==> src/inc/ufc_defs.svh <==
// Register offsets, field positions, reset values and timing counts for the UART feature block.
// Operation
// - Bit 7 picks infrared pulse: 0 is 3/16 bit, 1 is quarter bit.
// - Bit 5 at 0: RTS low sending, high receiving; 1 swaps.
// - Bit 4 at 1 gives the transmitter the RTS pin; 0 gives none.
// - Bit 2 at 1 stops serial output; transmit FIFO still accepts writes.
// - A character already shifting finishes before the transmitter goes quiet.
// - Bit 1 stops the receiver at once; shifted character goes to FIFO; here it only blocks the next start and a character in progress completes.
// - Bit 0 selects RS-232 (0) or 9-bit multidrop RS-485 (1).
// - Sixteen-bit divisor: high register upper byte, low register lower byte.
// - Divisor written only while sleep enable bit 4 is clear.
// - CTS flow control stops transmission while CTS is high.
// - RTS flow control: high at halt level, low at resume level.
// - Special detect: match second stop character, store it, set identification bit 4; here it sets the status flag in bit 31 instead.
// - Enhanced bit 4 at 0 blocks writes to guarded enable, FIFO, modem bits.
// - Enhanced low nibble selects software flow control combinations; here the nibble is only stored and read back.
// - CTS, RTS flow control and special detect are off after reset.
// - Transmitter-owned RTS asserts on FIFO write, releases after last bit.
// - Multidrop: ninth bit set marks address character and raises interrupt.
`ifndef UFC_DEFS_SVH
`define UFC_DEFS_SVH
`define UFC_OFF_EFC      8'h00
`define UFC_OFF_DIVLO    8'h04
`define UFC_OFF_DIVHI    8'h08
`define UFC_OFF_ENH      8'h0c
`define UFC_OFF_IEN      8'h10
`define UFC_OFF_FIFOCTL  8'h14
`define UFC_OFF_MODEM    8'h18
`define UFC_OFF_TRIG     8'h1c
`define UFC_OFF_XCHR     8'h20
`define UFC_OFF_STATUS   8'h24
`define UFC_EFC_MASK     8'hb7
`define UFC_IEN_GUARD    8'hf0
`define UFC_FIFO_GUARD   8'h30
`define UFC_MODEM_GUARD  8'he0
`define UFC_BIT_IRDA     7
`define UFC_BIT_RTSINV   5
`define UFC_BIT_TXRTS    4
`define UFC_BIT_TXOFF    2
`define UFC_BIT_RXOFF    1
`define UFC_BIT_MDROP    0
`define UFC_BIT_CTSFC    7
`define UFC_BIT_RTSFC    6
`define UFC_BIT_SPECIAL  5
`define UFC_BIT_ENHANCE  4
`define UFC_BIT_SLEEP    4
`define UFC_DIV_RESET    16'h0001
`define UFC_TRIG_RESET   8'h00
`define UFC_OVS          16
`define UFC_IRDA_SHORT   3
`define UFC_IRDA_LONG    4
`endif

==> src/inc/ufc_pkg.sv <==
// Types shared by the UART feature block.
package ufc_pkg;
    typedef enum logic [1:0] {
        UFC_TX_IDLE  = 2'b00,
        UFC_TX_SHIFT = 2'b01,
        UFC_TX_LAST  = 2'b11
    } ufc_tx_state_t;
endpackage : ufc_pkg

==> src/inc/ufc_ctl_if.sv <==
// Control bundle between the register file and the serial engine.
`timescale 1ns/1ns
interface ufc_ctl_if;
    logic [15:0] divisor;
    logic        irda_quarter;
    logic        irda_en;
    logic        tx_off;
    logic        rx_off;
    logic        cts_fc;
    logic        mdrop;
    logic        special;
    logic [7:0]  special_chr;
    logic        tx_busy;
    logic        rx_push;
    logic [8:0]  rx_data;
    logic        rx_special;
    logic        rx_address;
    logic        tick16;
    modport regs (output divisor, irda_quarter, irda_en, tx_off, rx_off, cts_fc, mdrop,
                  special, special_chr,
                  input tx_busy, rx_push, rx_data, rx_special, rx_address, tick16);
    modport eng  (input divisor, irda_quarter, irda_en, tx_off, rx_off, cts_fc, mdrop,
                  special, special_chr,
                  output tx_busy, rx_push, rx_data, rx_special, rx_address, tick16);
endinterface : ufc_ctl_if

==> src/design/ufc_top.sv <==
// AHB-Lite register file and RS-485 control for the UART feature block.
//
// Chosen here: the AHB-Lite register port and the register addresses.
`timescale 1ns/1ns
`include "ufc_defs.svh"
module ufc_top #(
    parameter int FIFO_DEPTH = 64
) (
    // Clock and reset
    input  wire logic        hclk,
    input  wire logic        hresetn,
    // AHB-Lite slave
    input  wire logic        hsel,
    input  wire logic [31:0] haddr,
    input  wire logic [1:0]  htrans,
    input  wire logic        hwrite,
    input  wire logic [2:0]  hsize,
    input  wire logic [31:0] hwdata,
    input  wire logic        hready,
    output logic [31:0]      hrdata,
    output logic             hreadyout,
    output logic             hresp,
    // Line pins and interrupt
    input  wire logic        rxd,
    input  wire logic        cts,
    output logic             txd,
    output logic             irda_tx,
    output logic             rts,
    output logic             irq
);
    ufc_ctl_if ctl ();

    logic [7:0] efc_reg, divlo_reg, divhi_reg, enh_reg, ien_reg, fifoctl_reg, modem_reg;
    logic [7:0] trig_reg, xchr_reg;
    logic [1:0] rx_meta_reg, cts_meta_reg;
    logic       wr_pend_reg;
    logic [7:0] waddr_reg;
    logic [7:0] tx_cnt_reg, rx_cnt_reg;
    logic       fc_rts_reg;
    logic       special_flag_reg, address_flag_reg;
    logic [8:0] rx_last_reg;
    logic [31:0] hrdata_reg;

    // Two flip-flop synchronisers; only the second stage is read.
    always_ff @(posedge hclk or negedge hresetn) begin
        if (!hresetn) begin
            rx_meta_reg  <= 2'b11;
            cts_meta_reg <= 2'b00;
        end else begin
            rx_meta_reg  <= {rx_meta_reg[0], rxd};
            cts_meta_reg <= {cts_meta_reg[0], cts};
        end
    end

    // Bus decode: zero wait states, OKAY always.
    logic access, rd_now, wr_data;
    assign access    = hsel && hready && htrans[1];
    assign rd_now    = access && !hwrite;
    assign wr_data   = wr_pend_reg;
    assign hreadyout = 1'b1;
    assign hresp     = 1'b0;
    assign hrdata    = hrdata_reg;

    logic        we_efc, we_divlo, we_divhi, we_enh, we_ien, we_fifo, we_modem;
    logic        we_trig, we_xchr, we_tx, sleep, enhance;
    logic [7:0]  wb;
    assign wb       = hwdata[7:0];
    assign sleep    = ien_reg[`UFC_BIT_SLEEP];
    assign enhance  = enh_reg[`UFC_BIT_ENHANCE];
    assign we_efc   = wr_data && waddr_reg == `UFC_OFF_EFC;
    assign we_divlo = wr_data && waddr_reg == `UFC_OFF_DIVLO && !sleep;
    assign we_divhi = wr_data && waddr_reg == `UFC_OFF_DIVHI && !sleep;
    assign we_enh   = wr_data && waddr_reg == `UFC_OFF_ENH;
    assign we_ien   = wr_data && waddr_reg == `UFC_OFF_IEN;
    assign we_fifo  = wr_data && waddr_reg == `UFC_OFF_FIFOCTL;
    assign we_modem = wr_data && waddr_reg == `UFC_OFF_MODEM;
    assign we_trig  = wr_data && waddr_reg == `UFC_OFF_TRIG;
    assign we_xchr  = wr_data && waddr_reg == `UFC_OFF_XCHR;
    assign we_tx    = wr_data && waddr_reg == `UFC_OFF_STATUS;

    // Guarded bits keep their value unless enhanced functions are enabled.
    function automatic logic [7:0] guard_merge(input logic [7:0] old, input logic [7:0] nw,
                                               input logic [7:0] msk, input logic en);
        guard_merge = en ? nw : ((old & msk) | (nw & ~msk));
    endfunction : guard_merge

    always_ff @(posedge hclk or negedge hresetn) begin
        if (!hresetn) begin
            wr_pend_reg <= 1'b0;
            waddr_reg   <= 8'h00;
        end else begin
            wr_pend_reg <= access && hwrite;
            waddr_reg   <= haddr[7:0];
        end
    end

    always_ff @(posedge hclk or negedge hresetn) begin
        if (!hresetn) begin
            efc_reg     <= 8'h00;
            divlo_reg   <= 8'(`UFC_DIV_RESET);
            divhi_reg   <= 8'h00;
            enh_reg     <= 8'h00;
            ien_reg     <= 8'h00;
            fifoctl_reg <= 8'h00;
            modem_reg   <= 8'h00;
            trig_reg    <= `UFC_TRIG_RESET;
            xchr_reg    <= 8'h00;
        end else begin
            if (we_efc)   efc_reg     <= wb & `UFC_EFC_MASK;
            if (we_divlo) divlo_reg   <= wb;
            if (we_divhi) divhi_reg   <= wb;
            if (we_enh)   enh_reg     <= wb;
            if (we_ien)   ien_reg     <= guard_merge(ien_reg, wb, `UFC_IEN_GUARD, enhance);
            if (we_fifo)  fifoctl_reg <= guard_merge(fifoctl_reg, wb, `UFC_FIFO_GUARD, enhance);
            if (we_modem) modem_reg   <= guard_merge(modem_reg, wb, `UFC_MODEM_GUARD, enhance);
            if (we_trig)  trig_reg    <= wb;
            if (we_xchr)  xchr_reg    <= wb;
        end
    end

    // Control bundle to the serial engine.
    assign ctl.divisor      = {divhi_reg, divlo_reg};
    assign ctl.irda_quarter = efc_reg[`UFC_BIT_IRDA];
    assign ctl.irda_en      = modem_reg[6];
    assign ctl.tx_off       = efc_reg[`UFC_BIT_TXOFF];
    assign ctl.rx_off       = efc_reg[`UFC_BIT_RXOFF];
    assign ctl.cts_fc       = enh_reg[`UFC_BIT_CTSFC];
    assign ctl.mdrop        = efc_reg[`UFC_BIT_MDROP];
    assign ctl.special      = enh_reg[`UFC_BIT_SPECIAL];
    assign ctl.special_chr  = xchr_reg;

    // Transmit and receive FIFO occupancy counters; transmit characters come from a write to the status offset.
    logic tx_take, tx_push, tx_full, rx_pop, rx_full;
    logic [8:0] tx_word_reg;
    assign tx_full = (tx_cnt_reg == 8'(FIFO_DEPTH));
    assign tx_push = we_tx && !tx_full;
    assign rx_full = (rx_cnt_reg == 8'(FIFO_DEPTH));
    assign rx_pop  = rd_now && haddr[7:0] == `UFC_OFF_STATUS && rx_cnt_reg != 8'h00;

    always_ff @(posedge hclk or negedge hresetn) begin
        if (!hresetn) begin
            tx_cnt_reg  <= 8'h00;
            rx_cnt_reg  <= 8'h00;
            tx_word_reg <= 9'h000;
            rx_last_reg <= 9'h000;
        end else begin
            tx_cnt_reg <= tx_cnt_reg + 8'(tx_push) - 8'(tx_take);
            rx_cnt_reg <= rx_cnt_reg + 8'(ctl.rx_push && !rx_full) - 8'(rx_pop);
            if (tx_push)
                tx_word_reg <= {hwdata[8], wb};
            if (ctl.rx_push)
                rx_last_reg <= ctl.rx_data;
        end
    end

    ufc_serial u_serial (
        .hclk     (hclk),
        .hresetn  (hresetn),
        .ctl      (ctl.eng),
        .tx_valid (tx_cnt_reg != 8'h00),
        .tx_char  (tx_word_reg),
        .tx_take  (tx_take),
        .rx_sync  (rx_meta_reg[1]),
        .cts_sync (cts_meta_reg[1]),
        .txd      (txd),
        .irda_tx  (irda_tx)
    );

    // RTS flow control: halt level sets, resume level clears (levels in four-entry steps).
    always_ff @(posedge hclk or negedge hresetn) begin
        if (!hresetn)
            fc_rts_reg <= 1'b0;
        else if (rx_cnt_reg >= {2'b00, trig_reg[3:0], 2'b00})
            fc_rts_reg <= 1'b1;
        else if (rx_cnt_reg <= {2'b00, trig_reg[7:4], 2'b00})
            fc_rts_reg <= 1'b0;
    end

    // Transmitter-owned RTS outranks flow control and the modem bit.
    logic tx_active, rts_tx;
    assign tx_active = (tx_cnt_reg != 8'h00) || ctl.tx_busy;
    assign rts_tx    = tx_active ^ efc_reg[`UFC_BIT_RTSINV] ? 1'b0 : 1'b1;
    assign rts = efc_reg[`UFC_BIT_TXRTS] ? rts_tx :
                 enh_reg[`UFC_BIT_RTSFC] ? fc_rts_reg : !modem_reg[1];

    // Sticky event flags; a new event wins over the clear by register write.
    always_ff @(posedge hclk or negedge hresetn) begin
        if (!hresetn) begin
            special_flag_reg <= 1'b0;
            address_flag_reg <= 1'b0;
        end else begin
            if (ctl.rx_special)
                special_flag_reg <= 1'b1;
            else if (we_enh)
                special_flag_reg <= 1'b0;
            if (ctl.rx_address)
                address_flag_reg <= 1'b1;
            else if (we_efc)
                address_flag_reg <= 1'b0;
        end
    end
    assign irq = address_flag_reg || special_flag_reg;

    // Read mux; unmapped offsets read zero.
    logic [31:0] rd_val;
    always_comb begin
        case (haddr[7:0])
            `UFC_OFF_EFC:     rd_val = {24'h000000, efc_reg};
            `UFC_OFF_DIVLO:   rd_val = {24'h000000, divlo_reg};
            `UFC_OFF_DIVHI:   rd_val = {24'h000000, divhi_reg};
            `UFC_OFF_ENH:     rd_val = {24'h000000, enh_reg};
            `UFC_OFF_IEN:     rd_val = {24'h000000, ien_reg};
            `UFC_OFF_FIFOCTL: rd_val = {24'h000000, fifoctl_reg};
            `UFC_OFF_MODEM:   rd_val = {24'h000000, modem_reg};
            `UFC_OFF_TRIG:    rd_val = {24'h000000, trig_reg};
            `UFC_OFF_XCHR:    rd_val = {24'h000000, xchr_reg};
            `UFC_OFF_STATUS:  rd_val = {special_flag_reg, tx_cnt_reg[6:0], address_flag_reg,
                                        rx_cnt_reg[6:0], 7'h00, rx_last_reg};
            default:          rd_val = 32'h00000000;
        endcase
    end
    always_ff @(posedge hclk or negedge hresetn) begin
        if (!hresetn)
            hrdata_reg <= 32'h00000000;
        else if (rd_now)
            hrdata_reg <= rd_val;
    end

    // Assertions.
    property p_div_locked;
        @(posedge hclk) disable iff (!hresetn)
        sleep && wr_data && (waddr_reg == `UFC_OFF_DIVLO) |=> $stable(divlo_reg);
    endproperty
    a_div_locked: assert property (p_div_locked) else $error("divisor changed in sleep");

    property p_div_write;
        @(posedge hclk) disable iff (!hresetn)
        !sleep && wr_data && (waddr_reg == `UFC_OFF_DIVHI) |=> divhi_reg == $past(hwdata[7:0]);
    endproperty
    a_div_write: assert property (p_div_write) else $error("divisor high not written");

    property p_reserved;
        @(posedge hclk) disable iff (!hresetn) (efc_reg & 8'h48) == 8'h00;
    endproperty
    a_reserved: assert property (p_reserved) else $error("reserved bit set");

    property p_guard;
        @(posedge hclk) disable iff (!hresetn)
        we_ien && !enhance |=> ien_reg[7:4] == $past(ien_reg[7:4]);
    endproperty
    a_guard: assert property (p_guard) else $error("guarded bits changed");

    property p_txoff;
        @(posedge hclk) disable iff (!hresetn) ctl.tx_off |-> !tx_take;
    endproperty
    a_txoff: assert property (p_txoff) else $error("start while disabled");

    property p_cts;
        @(posedge hclk) disable iff (!hresetn) ctl.cts_fc && cts_meta_reg[1] |-> !tx_take;
    endproperty
    a_cts: assert property (p_cts) else $error("start while CTS high");

    property p_rts_own;
        @(posedge hclk) disable iff (!hresetn)
        efc_reg[`UFC_BIT_TXRTS] && !efc_reg[`UFC_BIT_RTSINV] && tx_push |=> !rts;
    endproperty
    a_rts_own: assert property (p_rts_own) else $error("RTS not asserted on write");

    property p_special;
        @(posedge hclk) disable iff (!hresetn) ctl.rx_special |=> special_flag_reg;
    endproperty
    a_special: assert property (p_special) else $error("special flag missed");

    property p_addr;
        @(posedge hclk) disable iff (!hresetn) ctl.rx_address |=> irq;
    endproperty
    a_addr: assert property (p_addr) else $error("address interrupt missed");

    property p_rts_fc;
        @(posedge hclk) disable iff (!hresetn)
        enh_reg[`UFC_BIT_RTSFC] && !efc_reg[`UFC_BIT_TXRTS] && !we_enh && !we_efc &&
        (rx_cnt_reg >= {2'b00, trig_reg[3:0], 2'b00}) |=> rts;
    endproperty
    a_rts_fc: assert property (p_rts_fc) else $error("RTS not raised at halt level");
endmodule : ufc_top

==> src/design/ufc_serial.sv <==
// Serial engine: baud divider, transmit shifter with infrared pulse, receive sampler.
`timescale 1ns/1ns
`include "ufc_defs.svh"
module ufc_serial (
    // Clock and reset
    input  wire logic  hclk,
    input  wire logic  hresetn,
    // Controls
    ufc_ctl_if.eng     ctl,
    // Transmit request
    input  wire logic  tx_valid,
    input  wire logic [8:0] tx_char,
    output logic       tx_take,
    // Line
    input  wire logic  rx_sync,
    input  wire logic  cts_sync,
    output logic       txd,
    output logic       irda_tx
);
    logic [15:0] div_cnt_reg;
    logic [3:0]  sub_reg;
    logic [10:0] tx_sh_reg;
    logic [3:0]  tx_bits_reg;
    ufc_pkg::ufc_tx_state_t tx_st_reg;
    logic        rx_act_reg;
    logic [3:0]  rx_sub_reg;
    logic [3:0]  rx_bits_reg;
    logic [9:0]  rx_sh_reg;
    logic        tick;
    logic        bit_end;
    logic        can_start;
    logic [3:0]  pulse_len;
    logic [3:0]  nbits;
    logic        rx_done;

    assign tick      = (div_cnt_reg <= 16'h0001);
    assign bit_end   = tick && (sub_reg == 4'hf);
    assign ctl.tick16 = tick;
    // Transmitter holds off when disabled or CTS is high under flow control.
    assign can_start = tx_valid && !ctl.tx_off && !(ctl.cts_fc && cts_sync);
    assign tx_take   = bit_end && (tx_st_reg == ufc_pkg::UFC_TX_IDLE) && can_start;
    assign ctl.tx_busy = (tx_st_reg != ufc_pkg::UFC_TX_IDLE);
    assign txd       = (tx_st_reg == ufc_pkg::UFC_TX_IDLE) ? 1'b1 : tx_sh_reg[0];
    assign pulse_len = ctl.irda_quarter ? 4'(`UFC_IRDA_LONG) : 4'(`UFC_IRDA_SHORT);
    assign irda_tx   = ctl.irda_en && !txd && (sub_reg < pulse_len);
    assign nbits     = ctl.mdrop ? 4'hb : 4'ha;
    assign rx_done   = rx_act_reg && tick && (rx_sub_reg == 4'h7) && (rx_bits_reg == nbits - 4'h1);

    always_ff @(posedge hclk or negedge hresetn) begin
        if (!hresetn) begin
            div_cnt_reg <= 16'h0000;
            sub_reg     <= 4'h0;
        end else begin
            div_cnt_reg <= tick ? ctl.divisor : div_cnt_reg - 16'h0001;
            if (tick)
                sub_reg <= sub_reg + 4'h1;
        end
    end

    // A started character always runs to its stop bit; disabling only blocks the next start.
    always_ff @(posedge hclk or negedge hresetn) begin
        if (!hresetn) begin
            tx_st_reg   <= ufc_pkg::UFC_TX_IDLE;
            tx_sh_reg   <= 11'h7ff;
            tx_bits_reg <= 4'h0;
        end else if (bit_end) begin
            case (tx_st_reg)
                ufc_pkg::UFC_TX_IDLE: if (tx_take) begin
                    tx_sh_reg   <= ctl.mdrop ? {1'b1, tx_char, 1'b0} : {2'b11, tx_char[7:0], 1'b0};
                    tx_bits_reg <= nbits - 4'h1;
                    tx_st_reg   <= ufc_pkg::UFC_TX_SHIFT;
                end
                ufc_pkg::UFC_TX_SHIFT: begin
                    tx_sh_reg   <= {1'b1, tx_sh_reg[10:1]};
                    tx_bits_reg <= tx_bits_reg - 4'h1;
                    if (tx_bits_reg == 4'h1)
                        tx_st_reg <= ufc_pkg::UFC_TX_LAST;
                end
                ufc_pkg::UFC_TX_LAST: tx_st_reg <= ufc_pkg::UFC_TX_IDLE;
                default: tx_st_reg <= ufc_pkg::UFC_TX_IDLE;
            endcase
        end
    end

    always_ff @(posedge hclk or negedge hresetn) begin
        if (!hresetn) begin
            rx_act_reg  <= 1'b0;
            rx_sub_reg  <= 4'h0;
            rx_bits_reg <= 4'h0;
            rx_sh_reg   <= 10'h000;
        end else if (!rx_act_reg) begin
            if (!ctl.rx_off && !rx_sync && tick) begin
                rx_act_reg  <= 1'b1;
                rx_sub_reg  <= 4'h0;
                rx_bits_reg <= 4'h0;
            end
        end else if (tick) begin
            rx_sub_reg <= rx_sub_reg + 4'h1;
            if (rx_sub_reg == 4'h7) begin
                rx_sh_reg   <= {rx_sync, rx_sh_reg[9:1]};
                rx_bits_reg <= rx_bits_reg + 4'h1;
                if (rx_done)
                    rx_act_reg <= 1'b0;
            end
        end
    end

    // At the stop-bit sample the data bits already sit in the top of the shift register.
    logic [8:0] rx_word;
    assign rx_word = ctl.mdrop ? rx_sh_reg[9:1] : {1'b0, rx_sh_reg[9:2]};
    // Receive-off only blocks a new start; a character being sampled runs to its stop bit and is pushed.
    assign ctl.rx_push    = rx_done;
    assign ctl.rx_data    = rx_word;
    assign ctl.rx_address = rx_done && ctl.mdrop && rx_sh_reg[9];
    assign ctl.rx_special = rx_done && ctl.special && (ctl.rx_data[7:0] == ctl.special_chr);
endmodule : ufc_serial

==> config.mk <==
export PLATFORM = sky130hd
export DESIGN_NAME = ufc_top
export DESIGN_NICKNAME = d
export VERILOG_FILES = /design/src/inc/ufc_pkg.sv /design/src/inc/ufc_ctl_if.sv /design/src/design/ufc_top.sv /design/src/design/ufc_serial.sv
export VERILOG_INCLUDE_DIRS = /design/src /design/src/inc
export SDC_FILE = /design/constraint.sdc
export NUM_CORES = 1
export LEC_CHECK = 0
export BUFFER_PORTS_ARGS = -buffer_cell sky130_fd_sc_hd__clkbuf_2
export CAP_MARGIN = 20
export CORE_MARGIN = 3
export CORE_UTILIZATION = 53
export DETAILED_ROUTE_END_ITERATION = 10
export PLACE_DENSITY_LB_ADDON = 0.3
export SLEW_MARGIN = 20
export SYNTH_ARGS = -nofsm -noshare
export SYNTH_HDL_FRONTEND = slang
export SYNTH_SLANG_ARGS = --single-unit
export TNS_END_PERCENT = 50
==> constraint.sdc <==
create_clock -name hclk -period 3.6 [get_ports hclk]
set_input_delay 0.54 -clock hclk [delete_from_list [all_inputs] [get_ports hclk]]
set_output_delay 0.54 -clock hclk [all_outputs]
set_load 0.005 [all_outputs]
; ---- Word level (Yosys, flattened, before mapping)
; Cells that the tools add are included.
; Widths: inputs -> output; s select.
[word_totals]
reg_bits = 208
inputBits = 76
elab_cells = 180
output_inout_bits = 38
[classes]
n_reduce_logical = 65
muxes = 37
n_addsub = 10
n_eq_ne = 30
bitwise = 4
magnitude_cmp = 4
[op_table]
columns = operator, n
row1 = $pmux 32 s10, 1
row2 = $eq 8x5->1 const B, 8
row3 = $logic_and 1x1->1, 37
row4 = $eq 8x4->1 const B, 4
row5 = $eq 8x6->1 const B, 4
row6 = $mux 4, 7
row7 = $mux 8, 3
row8 = $pmux 11 s2, 1
row9 = $add 8x1->8, 2
row10 = $eq 8x3->1 const B, 2
row11 = $eq 8x7->1 const B, 2
row12 = $le 16x1->1 const B, 1
row13 = $logic_not 8->1, 2
row14 = $mux 1, 16
row15 = $mux 16, 1
row16 = $reduce_bool 8->1, 2
row17 = $sub 16x1->16 const B, 1
row18 = $sub 8x1->8, 2
row19 = $add 4x1->4 const B, 3
row20 = $reduce_and 3->1, 4
row21 = $reduce_bool 2->1, 6
row22 = $mux 11, 1
row23 = $logic_not 1->1, 10
row24 = $mux 10, 1
row25 = other kinds (24), 29

; ---- Logic depth before layout (Yosys ltp)
[logic_depth]
ltp_word = 8
depth_mapped = 17
ltp_nobuf = 16

; ---- Cells and area by module
; Synthesis repeated with hierarchy kept, for this count alone.
[hier_totals]
hier_cells = 930
hier_area_um2 = 10425.0
[modules_own_cells]
columns = mod, n_inst, area_per_inst_um2, seq_area_each_um2, cells_per_inst
row1 = ufc_top, 1, 7161.9, 3632.2, 595
row2 = ufc_serial, 1, 3263.1, 1363.8, 335

; ---- Worst setup path after synthesis
; Ideal clock, no wire load.
[synth_timing]
kind = in2reg
start = input port haddr[3]
end = register rx_cnt_reg[6]
path_slack_ns = -0.098
t_required_ns = 3.472
n_path_buf = 2
cell_stages = 16
t_arrival_ns = 3.570
setup_ns = 0.128
cell_sequence = clkbuf_1 > nor4b_2 > and3_1 > nor2b_1 > inv_1 > clkbuf_1 > a41oi_1 > ha_1 > inv_1 > ha_1 > fa_1 > a21oi_1 > o21bai_1 > a21oi_1 > o21bai_1 > xor2_1
[synth_via]
elab_chain_cells = 4
[synth_lines]
columns = item, line_no
row1 = start: declaration, ufc_top.sv:14  ; input wire logic [31:0] haddr,
row2 = $eq 8x6->1, n/a
row3 = $logic_and 1x1->1 (no line), n/a
row4 = $logic_and 1x1->1, ufc_top.sv:138  ; assign rx_pop = rd_now && haddr[7:0] == `UFC_OFF_STATUS && rx_cnt_reg != 8'h00;
row5 = $sub 8x1->8, ufc_top.sv:148  ; rx_cnt_reg <= rx_cnt_reg + 8'(ctl.rx_push && !rx_full) - 8'(rx_pop);
row6 = end signal: assignment, ufc_top.sv:148
row7 = end: declaration, ufc_top.sv:38  ; logic [7:0] tx_cnt_reg, rx_cnt_reg;
; No other way between the ends.
; A chain may end at the register's enable or synchronous reset.

; ---- Worst setup path after layout
[layout_timing]
start = register u_serial.div_cnt_reg[10]
end = register rx_cnt_reg[6]
[layout_via]
elab_chain_cells = 7
[layout_lines]
columns = item, line_no
row1 = start: declaration, ufc_serial.sv:20  ; logic [15:0] div_cnt_reg;
row2 = start signal: assignment, ufc_serial.sv:54  ; div_cnt_reg <= tick ? ctl.divisor : div_cnt_reg - 16'h0001;
row3 = $le 16x1->1, ufc_serial.sv:36  ; assign tick = (div_cnt_reg <= 16'h0001);
row4 = $logic_and 1x1->1 (3 in a row), ufc_serial.sv:47  ; assign rx_done = rx_act_reg && tick && (rx_sub_reg == 4'h7) && (rx_bits_reg == nbits - 4'h1);
row5 = $logic_and 1x1->1, ufc_top.sv:148
row6 = $add 8x1->8, ufc_top.sv:148
row7 = $sub 8x1->8, ufc_top.sv:148
; No other way between the ends.

==> key figures <==
Synth
  – Synthesized flop and latch total: 199
  – Post-Synthesis Cells: 904
  – Synth Area in Simple Gates: between 10% and 20%
  – Number of synthesized flops with an enable pin: 0
  – Asr flop ratio synth: 100%
  – Largest family of logic cells by synthesized area: multiplexers
  – Prevailing post-synth register cell: dfrtp_1
  – Post-synthesis compound-gate area fraction: 11.0%
  – Netlist Area Pre-Place: 10000 um2
  – Mapped Avg Cell Area: 11.1 um2
  – Post-Synth Adder-Cell Area: 5.51%
  – Post-Synth XOR/XNOR Area: under 10%
  – Sequential element share of the synthesized area: 49.8%
  – Multiplexer share of the synthesized area: around 14%
  – Post-synth cell types: 73
  – Synthesis Warnings: 0

Route
  – Wire per inst: 19.9 um
  – Post-route DRC: 0
  – DR iter-0 viols: 572
  – Routed via count: 7194
  – Final ANT Viol Nets: 0
  – Final wirelength: 24.1 mm
  – DR vias/cell: 5.92
  – 1st-pass router iterations: 5

Critical path
  – Cell mode on critical path: o21bai_1
  – Startpoint Class: register
  – CP Data Arrival Time: 3.78 ns
  – Critical Path Slowest Stage Cell: or4_4
  – Crit Path Max Fanout: 3
  – Worst EP required: ~3.9 ns
  – Slowest cell delay on critical path: 0.57 ns
  – Endpoint type of the worst setup path: register
  – WS Path Type: reg2reg
  – Cell Chain, Critical Path: or4_4 -> nor4_4 -> nand4_1 -> buf_4 -> a41o_1 -> ha_1 -> inv_1 -> ha_2 -> fa_2 -> a21oi_2 -> o21bai_1 -> a21oi_1 -> o21bai_1 -> xor2_1

STA
  – Slew margin rel.: 34.9%
  – Max Fclk: roughly 290 MHz
  – Fin crit share: a little over nine tenths
  – Final Slew Violations: 0
  – Worst setup margin: 0.148 ns
  – Setup TNS: 0 ns
  – # setup viols final: 0
  – Final clock skew: ~0.012 ns
  – Worst hold slack: 0.0984 ns
  – Tmin final: 3.45 ns
  – Slew @ Worst Pin: 0.968 ns
  – Final hold vios: 0

Global route
  – Gr usage total: 24.5%
  – Vias in the first global route: about 7000
  – Initial antenna violation count: 0
  – Gr ovfl total: 0
  – Largest net degree at the start of global routing: 84
  – First-pass GRT wire length: 38.7 mm

Finish
  – Syn-to-layout area delta: 13.4%
  – Post-route cell area: 11400 um2
  – Register area: 5000 um2
  – Nets@finish: 1092
  – Leading cell type in the layout, fill and taps excluded: dfrtp_1
  – Inserted Diodes: 0
  – Commonest non-fill, non-tap cells in the layout: 186 x dfrtp_1, 89 x mux2_2, 69 x nand2_1
  – Share of layout cells above drive strength 1: 26.6%
  – Area of the multi-input gates: 4720 um2
  – Largest register FFs: 25
  – Number of fill cells: 1492

Die
  – Die ar.: about 21000 um2
  – Die Span Y: 144 um
  – Top-level I/O count: 114
  – Die width: between 100 and 150 um
  – Core Footprint: 18300 um2
  – Num rows: 49
  – Initial Utilization: 54.9%

Outcome
  – Status: finished, final reports clean

Clock network
  – Worst-path clk slew: around 0.070 ns
  – Clock Latency Late Sink: between 0.4 and 0.5 ns
  – Total CTS buffers: 17
  – Deepest clock path buffer count: 2
  – Root buf cell: clkbuf_16
  – Clock sink total: 199
  – H-Tree Level Count: 4
  – CTS tree: yes

Place
  – Placed Area: 10700 um2
  – I/O Buffers: 53
  – Routability congestion estimate: 0.948
  – DP HPWL: 16.9 mm
  – Pre-CTS setup slack: 0.0377 ns

Pwr
  – Leakage: around 5 nW
  – Worst vdd ir: between 0.0005 and 0.0006 V
  – PwrDens: 538 nW/um2

Run
  – MaxCap Viol Count: 0

Hold path
  – Hold/Removal Path Class: in2async
-- final cells by class --
type | count | share of cell area (%)
well taps | 229 | 2.52
multi-input cells | 615 | 41.5
flip-flops and latches | 199 | 43.9
inverters | 46 | 1.52
clock inverters | 15 | 1.63
repair buffers | 94 | 5.22
clock buffers | 17 | 3.74
-- final timing paths --
path	end	start	slack (ns)	cells after the start
max	rx_cnt_reg[6]$_DFF_PN0_	u_serial.div_cnt_reg[10]$_DFF_PN0_	0.15	14
min	u_serial.tx_bits_reg[0]$_DFFE_PN0P_	hresetn	0.1	1
max reg2reg	rx_cnt_reg[6]$_DFF_PN0_	u_serial.div_cnt_reg[10]$_DFF_PN0_	0.15	14
min reg2reg	rx_meta_reg[1]$_DFF_PN1_	rx_meta_reg[0]$_DFF_PN1_	0.36	0
max in group asynchronous	trig_reg[3]$_DFFE_PN0P_	hresetn	2.54	2
min in group hclk	rx_meta_reg[0]$_DFF_PN1_	rxd	0.18	1
-- where the power goes --
group          switching [mW]  internal (mW)  total [mW]
registers               0.196           2.47        2.66
logic                   0.787          0.679        1.47
clock network           0.935           1.06        1.99
total                    1.92           4.21        6.12
-- synth_stat cells (all sizes together) (4+ instances only) --
cell	n	area [um2]
a21oi	33	165
a32o	5	50.1
nand3b	4	30.0
o31ai	4	30.0
o41ai	4	35.0
a22oi	6	45.0
nor4b	4	41.3
mux2	89	1000
a22o	8	70.1
nand2b	12	75.1
or3b	4	35.0
nand4	8	50.1
buf	21	120
xor2	19	166
inv	46	173
o21ai	54	270
or4	7	52.6
nor3	13	75.1
xnor2	18	158
nand3	19	100
o22ai	5	31.3
nand2	70	265
or3	6	37.5
o21a	4	30.0
or2	6	37.5
dfstp	13	342
mux2i	32	320
a31oi	7	43.8
dfrtp	186	4650
ha	41	513
clkbuf	30	113
nor4	8	80.1
nor2b	6	37.5
nor2	51	191
mux4	4	90.1
-- critical path: cells and delay by family, from the launching register on --
kind / cells / cell delay (ns)
AND/OR/NAND/NOR: 3 / 1.06
adder cells (fa/ha/maj): 3 / 0.82
AO/OA/AOI/OAI: 5 / 0.71
flip-flops: 1 / 0.40
buffers and inverters: 2 / 0.22
XOR/XNOR: 1 / 0.14
-- metal layers --
layer / vias to the layer above / part of all wire (%) / global-route usage (%)
met4: 0 / 2.2 / 6.99
met3: 37 / 5.4 / 5.06
li1: 3367 / - / -
met1: 3576 / 45 / 34.7
met2: 214 / 48 / 38.6
met5: - / 0 / 0
-- what timing repair did --
| item | 4_1_cts | 5_1_grt |
|---|---|---|
| resized for setup | 2 | 11 |
| setup buffers | 0 | 4 |
| hold buffers | 0 | 0 |
| setup endpoints to repair | 2 | 5 |
| pin swaps | 0 | 10 |
-- cells by family (layout without fill, tap and decap cells) --
group,Yosys count,count (layout)
and+or+nand+nor,233,233
DFF,199,199
AOI/OAI and AO/OA,168,168
muxes,125,125
buffers and inverters,97,172
adders and majority gates,43,43
xor gates and xnor gates,37,37
other,2,9
-- stage by stage --
| stage | std cells | util, % | power (mW) |
|---|---|---|---|
| 2_1_floorplan | 911 | - | 3.68 |
| 3_3_place_gp | 1179 | 58.5 | 4.05 |
| 3_5_place_dp | 1179 | 58.5 | 4.10 |
| 4_1_cts | 1211 | 61.9 | 6.10 |
| 5_1_grt | 1215 | 62.3 | 6.46 |
| 6_report | 1215 | 62.3 | 6.12 |
(Power assumes the default switching activity.)
